`src/pwd_pkg.sv`:
```
// package for the eight-channel 8-bit pwm dac block
package pwd_pkg;
   localparam int unsigned NUM_CH       = 8;
   localparam int unsigned FIRST_CH     = 8;
   // register byte offsets
   localparam logic [7:0]  OFS_DUTY0    = 8'h00;  // duty of channel 8 .. 15 at 00..1c
   localparam logic [7:0]  OFS_POL      = 8'h20;
   localparam logic [7:0]  OFS_OSEL     = 8'h24;
   localparam logic [7:0]  OFS_PORT     = 8'h28;
   localparam logic [7:0]  OFS_CLK      = 8'h2c;
   localparam logic [7:0]  OFS_STAT     = 8'h30;
   // clock control fields
   localparam int unsigned CLK_EN_BIT   = 3;
   localparam logic [2:0]  DIV_1        = 3'h0;
   localparam logic [2:0]  DIV_16       = 3'h4;
   // reset values
   localparam logic [7:0]  RST_DUTY     = 8'h00;
   localparam logic [7:0]  RST_BYTE     = 8'h00;
   localparam logic [3:0]  RST_CLK      = 4'h0;
   // timing
   localparam real         RES_NS       = 100.0;
   localparam real         CLK_NS       = 5.0;
   localparam int unsigned RES_CYC      = (RES_NS / CLK_NS) < 1.0 ? 1 : int'($floor(RES_NS / CLK_NS));
   localparam int unsigned PER_STEPS    = 256;
   localparam int unsigned BASIC_PULSES = 16;

   typedef struct packed {
      logic [7:0] addr;
      logic       wr;
      logic       act;
   } pwd_bus_s;

   typedef struct packed {
      logic [NUM_CH-1:0][7:0] duty;
      logic [7:0]             pol;
      logic [7:0]             osel;
      logic [7:0]             port;
      logic [3:0]             clk;
      logic [4:0]             pre;
      logic [7:0]             cnt;
      logic                   tick;
      logic [NUM_CH-1:0]      pin;
      pwd_bus_s               bus;
      logic [31:0]            rdata;
   } pwd_state_s;

   // bit-reversed position of a basic pulse spreads additional pulses evenly
   function automatic logic extra_pulse(input logic [3:0] n, input logic [3:0] idx);
      return {idx[0], idx[1], idx[2], idx[3]} < n;
   endfunction : extra_pulse
endpackage : pwd_pkg

```
`src/pwd_pwm8.sv`:
```
// eight-channel 8-bit pwm dac generator with ahb-lite registers
`timescale 1ns/1ps
module pwd_pwm8
   import pwd_pkg::*;
(
   // clock and reset
   input  wire logic              hclk,
   input  wire logic              hresetn,
   // ahb-lite slave
   input  wire logic              hsel,
   input  wire logic [31:0]       haddr,
   input  wire logic [1:0]        htrans,
   input  wire logic              hwrite,
   input  wire logic [2:0]        hsize,
   input  wire logic [31:0]       hwdata,
   input  wire logic              hready,
   output logic      [31:0]       hrdata,
   output logic                   hreadyout,
   output logic                   hresp,
   // pins 8..15
   output logic      [NUM_CH-1:0] pwm_out_pin
);
   pwd_state_s s_q, s_d;
   logic [3:0] idx;
   logic [3:0] step;
   logic       wact;
   logic       racc;
   logic [2:0] ci;

   assign hreadyout   = 1'b1;
   assign hresp       = 1'b0;
   assign hrdata      = s_q.rdata;
   assign pwm_out_pin = s_q.pin;
   assign idx         = s_q.cnt[7:4];
   assign step        = s_q.cnt[3:0];
   assign wact        = s_q.bus.act & s_q.bus.wr;
   assign racc        = hsel & hready & htrans[1] & ~hwrite;
   assign ci          = haddr[4:2];

   always_comb begin
      s_d      = s_q;
      s_d.tick = 1'b0;
      // address phase capture
      s_d.bus.act  = hsel & hready & htrans[1];
      s_d.bus.wr   = hwrite;
      s_d.bus.addr = haddr[7:0];
      // data phase writes
      if (wact) begin
         if (s_q.bus.addr < OFS_POL) begin
            s_d.duty[s_q.bus.addr[4:2]] = hwdata[7:0];
         end
         case (s_q.bus.addr)
            OFS_POL:  s_d.pol  = hwdata[7:0];
            OFS_OSEL: s_d.osel = hwdata[7:0];
            OFS_PORT: s_d.port = hwdata[7:0];
            OFS_CLK:  s_d.clk  = hwdata[3:0];
            default: ;
         endcase
      end
      // read data registered at address phase
      if (racc) begin
         if (haddr[7:0] < OFS_POL) begin
            s_d.rdata = {24'h0, s_q.duty[ci]};
         end else begin
            case (haddr[7:0])
               OFS_POL:  s_d.rdata = {24'h0, s_q.pol};
               OFS_OSEL: s_d.rdata = {24'h0, s_q.osel};
               OFS_PORT: s_d.rdata = {24'h0, s_q.port};
               OFS_CLK:  s_d.rdata = {28'h0, s_q.clk};
               OFS_STAT: s_d.rdata = {16'h0, s_q.cnt, s_q.pin};
               default:  s_d.rdata = 32'h0;
            endcase
         end
      end
      // prescaler: one tick per selected timer period
      if (s_q.clk[CLK_EN_BIT]) begin
         s_d.pre = s_q.pre + 5'h01;
         case (s_q.clk[2:0])
            3'h0:    s_d.tick = 1'b1;
            3'h1:    s_d.tick = s_q.pre[0];
            3'h2:    s_d.tick = &s_q.pre[1:0];
            3'h3:    s_d.tick = &s_q.pre[2:0];
            DIV_16:  s_d.tick = &s_q.pre[3:0];
            default: s_d.tick = 1'b1;
         endcase
      end else begin
         s_d.pre = 5'h00;
      end
      if (s_q.tick) begin
         s_d.cnt = s_q.cnt + 8'h01;
      end
      // per-channel waveform
      for (int i = 0; i < NUM_CH; i++) begin
         logic [4:0] hi;
         logic       w;
         hi = {1'b0, s_q.duty[i][7:4]}
              + {4'h0, extra_pulse(s_q.duty[i][3:0], idx)};
         w  = {1'b0, step} < hi;
         w  = w ^ s_q.pol[i];
         s_d.pin[i] = s_q.osel[i] ? w : s_q.port[i];
      end
   end

   always_ff @(posedge hclk or negedge hresetn) begin
      if (!hresetn) begin
         s_q       <= '0;
         s_q.duty  <= {NUM_CH{RST_DUTY}};
         s_q.clk   <= RST_CLK;
      end else begin
         s_q <= s_d;
      end
   end

   // assertions
   property p_wrap;
      @(posedge hclk) disable iff (!hresetn)
         (s_q.tick && s_q.cnt == 8'hff) |=> s_q.cnt == 8'h00;
   endproperty
   a_wrap: assert property (p_wrap) else $error("period did not wrap");
   property p_period;
      @(posedge hclk) disable iff (!hresetn) s_q.tick |=> s_q.cnt == $past(s_q.cnt) + 8'h01;
   endproperty
   a_period: assert property (p_period) else $error("counter did not step");
   property p_zero;
      @(posedge hclk) disable iff (!hresetn)
         (s_q.osel[0] && s_q.duty[0] == 8'h00 && !s_q.pol[0]) |=> !pwm_out_pin[0];
   endproperty
   a_zero: assert property (p_zero) else $error("zero duty not low");
   property p_port;
      @(posedge hclk) disable iff (!hresetn)
         (!s_q.osel[1]) |=> pwm_out_pin[1] == $past(s_q.port[1]);
   endproperty
   a_port: assert property (p_port) else $error("port data not on pin");
   property p_full;
      @(posedge hclk) disable iff (!hresetn)
         (s_q.osel[2] && s_q.duty[2] == 8'hff && !s_q.pol[2] && step == 4'hf
          && idx == 4'hf) |=> !pwm_out_pin[2];
   endproperty
   a_full: assert property (p_full) else $error("ff duty reached full high");
   property p_pol;
      @(posedge hclk) disable iff (!hresetn)
         (s_q.osel[3] && s_q.pol[3] && s_q.duty[3] == 8'h00) |=> pwm_out_pin[3];
   endproperty
   a_pol: assert property (p_pol) else $error("inversion missing");
   property p_div1;
      @(posedge hclk) disable iff (!hresetn)
         (s_q.clk == 4'h8) |=> s_q.tick;
   endproperty
   a_div1: assert property (p_div1) else $error("undivided clock not ticking");
   property p_off;
      @(posedge hclk) disable iff (!hresetn)
         (!s_q.clk[CLK_EN_BIT] && $past(!s_q.clk[CLK_EN_BIT])) |-> !s_q.tick;
   endproperty
   a_off: assert property (p_off) else $error("tick while disabled");
   property p_extra;
      @(posedge hclk) disable iff (!hresetn)
         (s_q.osel[4] && !s_q.pol[4] && s_q.duty[4] == 8'h01 && idx == 4'h0
          && step == 4'h0) |=> pwm_out_pin[4];
   endproperty
   a_extra: assert property (p_extra) else $error("extra step missing");
   c_wrap: cover property (@(posedge hclk) s_q.tick && s_q.cnt == 8'hff);
   c_pin:  cover property (@(posedge hclk) $rose(pwm_out_pin[0]));
   c_wr:   cover property (@(posedge hclk) wact && s_q.bus.addr == OFS_CLK);
endmodule : pwd_pwm8

```
`config.mk`:
```
export PLATFORM = sky130hd
export DESIGN_NAME = pwd_pwm8
export DESIGN_NICKNAME = d
export VERILOG_FILES = /design/src/pwd_pkg.sv /design/src/pwd_pwm8.sv
export SDC_FILE = /design/constraint.sdc
export NUM_CORES = 1
export LEC_CHECK = 0
export ABC_AREA = 0
export BUFFER_PORTS_ARGS = -buffer_cell sky130_fd_sc_hd__buf_4
export CAP_MARGIN = 20
export CORE_MARGIN = 8
export CORE_UTILIZATION = 44
export CTS_CLUSTER_SIZE = 24
export DETAILED_ROUTE_END_ITERATION = 10
export GPL_TIMING_DRIVEN = 0
export SLEW_MARGIN = 20
export SYNTH_ARGS = -nofsm -noshare
export SYNTH_HDL_FRONTEND = slang
export SYNTH_SLANG_ARGS = --single-unit
```
`constraint.sdc`:
```
create_clock -name hclk -period 5.6 [get_ports hclk]
set_input_delay 1.12 -clock hclk [delete_from_list [all_inputs] [get_ports hclk]]
set_output_delay 1.12 -clock hclk [all_outputs]
set_load 0.01 [all_outputs]
```
==> results.py <==
metrics = {
    "outcome": {
        "status": "complete, no violations",
    },
    "sta": {
        "tightest_slew_ns": 1.11,
        "fin_worst_skew_ns": 0.00950,
        "hold_viol_final": 0,
        "layout_setup_ws_ns": 2.26,
        "fin_crit_ns": 3.34,
        "hold_ws_ns": 0.503,
        "drv_slew": 0,
        "rsz0062_at_grt": "false",
        "final-setup-viol-count": 0,
        "fmax_mhz": 300,
        "maxSlewHeadroom": 0.256,
        "setup_tns_ns": 0,
        "finalCritPeriodShare": 0.596,
    },
    "clocking": {
        "clkLatencyLatePin_ns": 0.42,
        "cts_tree": "built",
        "ctsHoldBuffers": 0,
        "cts_resized": 0,
        "cts-buffers-inserted": 17,
        "root_buffer": "clkbuf_16",
        "htreeDepth": 4,
        "postCtsSetupBuffers": 0,
        "cts_sinks": 139,
        "clk_path_buf_depth": 2,
        "clk_pin_slew_worst_paths_ns": 0.06,
    },
    "synth": {
        "ys_top_cells_by_area": "dfrtp_1 42%, mux2_2 13%, ha_1 10%, buf_4 3.9%, mux2i_1 2.6%",
        "ys_top_cells_by_count": "139 x dfrtp_1, 97 x mux2_2, 67 x ha_1, 43 x buf_4, 42 x inv_1",
        "synth_edf_count": 0,
        "ys_seq_area_frac": 0.424,
        "ys_ff_latch": 139,
        "synthMuxAreaShare": 0.182,
        "yosys_warnings": 0,
        "synth.avg_cell_area_um2": 11.6,
        "synth_top_area_share": 0.424,
        "synth_cell_types": 57,
        "syn_area_mm2": 0.00820,
        "synthAdderAreaFrac": 0.102,
        "synth.most_common_cell": "dfrtp_1",
        "synth_top_family_by_area": "multiplexers",
        "yosys.area.top_type": "dfrtp_1",
        "synthFlopType": "dfrtp_1",
        "synth-compound-area-share": 0.0997,
        "synth-xor-area-share": 0.0256,
        "syn_inst": 709,
        "synthSimpleGateAreaFrac": 0.0928,
        "async_reset_ff_frac": 1.00,
    },
    "place": {
        "pre_cts_ws_ns": 1.91,
        "dp_hpwl_um": 16400,
        "gp_congestion": 0.862,
        "numPortBuffers": 45,
    },
    "worst_setup_path": {
        "rr_endpoint": "pwm_out_pin[4]",
        "critPathMaxStageDelay_ns": 0.60,
        "crit_path_end_kind": "flip-flop",
        "crit_arrival_ns": 3.65,
        "cp_slowest_cell": "dfrtp_1",
        "startpoint_type": "flip-flop",
        "crit_top_cell": "ha_1",
        "r2r_slack_ns": 2.26,
        "required_ns": 5.91,
        "worstPathMaxFanout": 11,
        "r2r-start": "idx[2]",
        "timing_worst_setup_path_type": "flip-flop to flip-flop",
        "rr_worst_depth": 11,
        "critical_path.cell_chain": "ha_1 > a21o_1 > a21o_1 > a21oi_1 > ha_1 > ha_1 > inv_1 > ha_1 > a2111oi_0 > nor4_1 > o31ai_1",
    },
    "global_route": {
        "first_global_vias": 6073,
        "grt_pass1_wl_um": 35100,
        "grt_usage": 0.196,
        "overflow": 0,
        "antenna_found_initial": 0,
        "grt_start_max_net_pins": 85,
    },
    "floorplan": {
        "num_rows": 50,
        "fp.dieW_um": 152,
        "die_h_um": 152,
        "die_area_mm2": 0.0233,
        "core_mm2": 0.0185,
        "ios": 116,
        "initial_utilization": 0.443,
    },
    "min_path": {
        "min_from": "s_q[59]",
        "hp-class": "flip-flop to flip-flop",
        "min_to": "s_q[59]",
        "hold_depth": 1,
    },
    "cells_and_area": {
        "drive_gt1_frac": 0.306,
        "finalNetCount": 932,
        "area_growth_pct": 16.4,
        "diodes": 0,
    },
    "drt": {
        "drt_iter0_markers": 427,
        "firstDrtPassIters": 4,
        "antenna_left": 0,
        "wl_per_cell_um": 21.6,
        "vias": 5885,
        "wirelength_um": 22400,
        "via_per_inst": 5.67,
        "drc_errors": 0,
    },
    "pwr": {
        "report.power.total_mw": 3.20,
        "leakagePower_nw": 4.53,
        "p_per_area_mw_per_mm2": 335,
        "ir_worst_vdd_mv": 0.211,
    },
    "flow_run": {
        "maxCapViolations": 0,
    },
}
[critical path: cells and delay by family (launching register included)]
family                   cells  cell delay [ns]
AO/OA/AOI/OAI                5             1.43
buffers and inverters        1             0.05
flip-flops                   1             0.60
AND/OR/NAND/NOR              1             0.12
adder cells (fa/ha/maj)      4             1.04
[worst max path at each step]
| stage | cells after the start | endpoint | from | slack (ns) |
|---|---|---|---|---|
| after CTS | 11 | pwm_out_pin[4] | idx[2] | 2.28 |
| after global placement | 5 | hrdata[3] | hwrite | 1.56 |
| after detailed placement | 8 | hrdata[5] | haddr[4] | 1.91 |
| final | 11 | pwm_out_pin[4] | idx[2] | 2.26 |
| after floorplan | 12 | pwm_out_pin[5] | idx[2] | 2.88 |
| after global routing | 11 | pwm_out_pin[4] | idx[2] | 2.06 |
[registers in the layout, summed over array words and instances (netlist names)]
signal and flops:
hrdata 16, idx 4, pwm_out_pin 8, s_q 111
[layout make-up]
cell class	instances	area, µm²
inverter	42	158
clock buffer	20	457
multi-input combinational	473	4200
tap	234	293
sequential	139	3480
clock inverter	12	146
fill	1636	8970
timing repair buffer	47	378
buffer	71	434
[routing by layer]
metal	global-route usage	up-vias	wire length [µm]
met4	0.0853	0	823
met3	0.0440	53	1160
met5	0	-	0
met1	0.249	2955	9890
li1	-	2691	-
met2	0.315	186	10500
[cell families after synthesis]
logic type	after synthesis
AOI/OAI and AO/OA	116
and+or+nand+nor	121
DFF	139
adders and majority gates	67
buffers and inverters	113
xor gates and xnor gates	24
other	2
muxes	127
[where the power goes]
group          switching, mW  internal, mW
combinational          0.413         0.397
clock                  0.432         0.720
sequential             0.153          1.09
total                  0.998          2.20
[stage by stage]
step	std cells	cell area [µm²]	util
2_1_floorplan	725	8260	-
3_3_place_gp	1004	8890	0.480
3_5_place_dp	1006	8940	0.483
4_1_cts	1038	9540	0.515
5_1_grt	1038	9540	0.515
6_report	1038	9540	0.515
[placed cells by master, fill, tap and decap left out, types with 11 or more instances in the layout]
cell type | synthesis | routed
and3_1 | 12 | 12
dfrtp_1 | 139 | 139
clkbuf_1 | 22 | 23
inv_1 | 42 | 42
a21o_1 | 17 | 17
mux2_2 | 97 | 97
mux2i_1 | 21 | 21
a21oi_1 | 19 | 19
conb_1 | 2 | 18
nand2b_1 | 17 | 17
xor2_1 | 11 | 11
clkbuf_16 | 0 | 17
nand2_1 | 22 | 22
o21ai_0 | 24 | 24
ha_1 | 67 | 67
buf_4 | 43 | 87
xnor2_1 | 13 | 13
(Power assumes the default switching activity.)
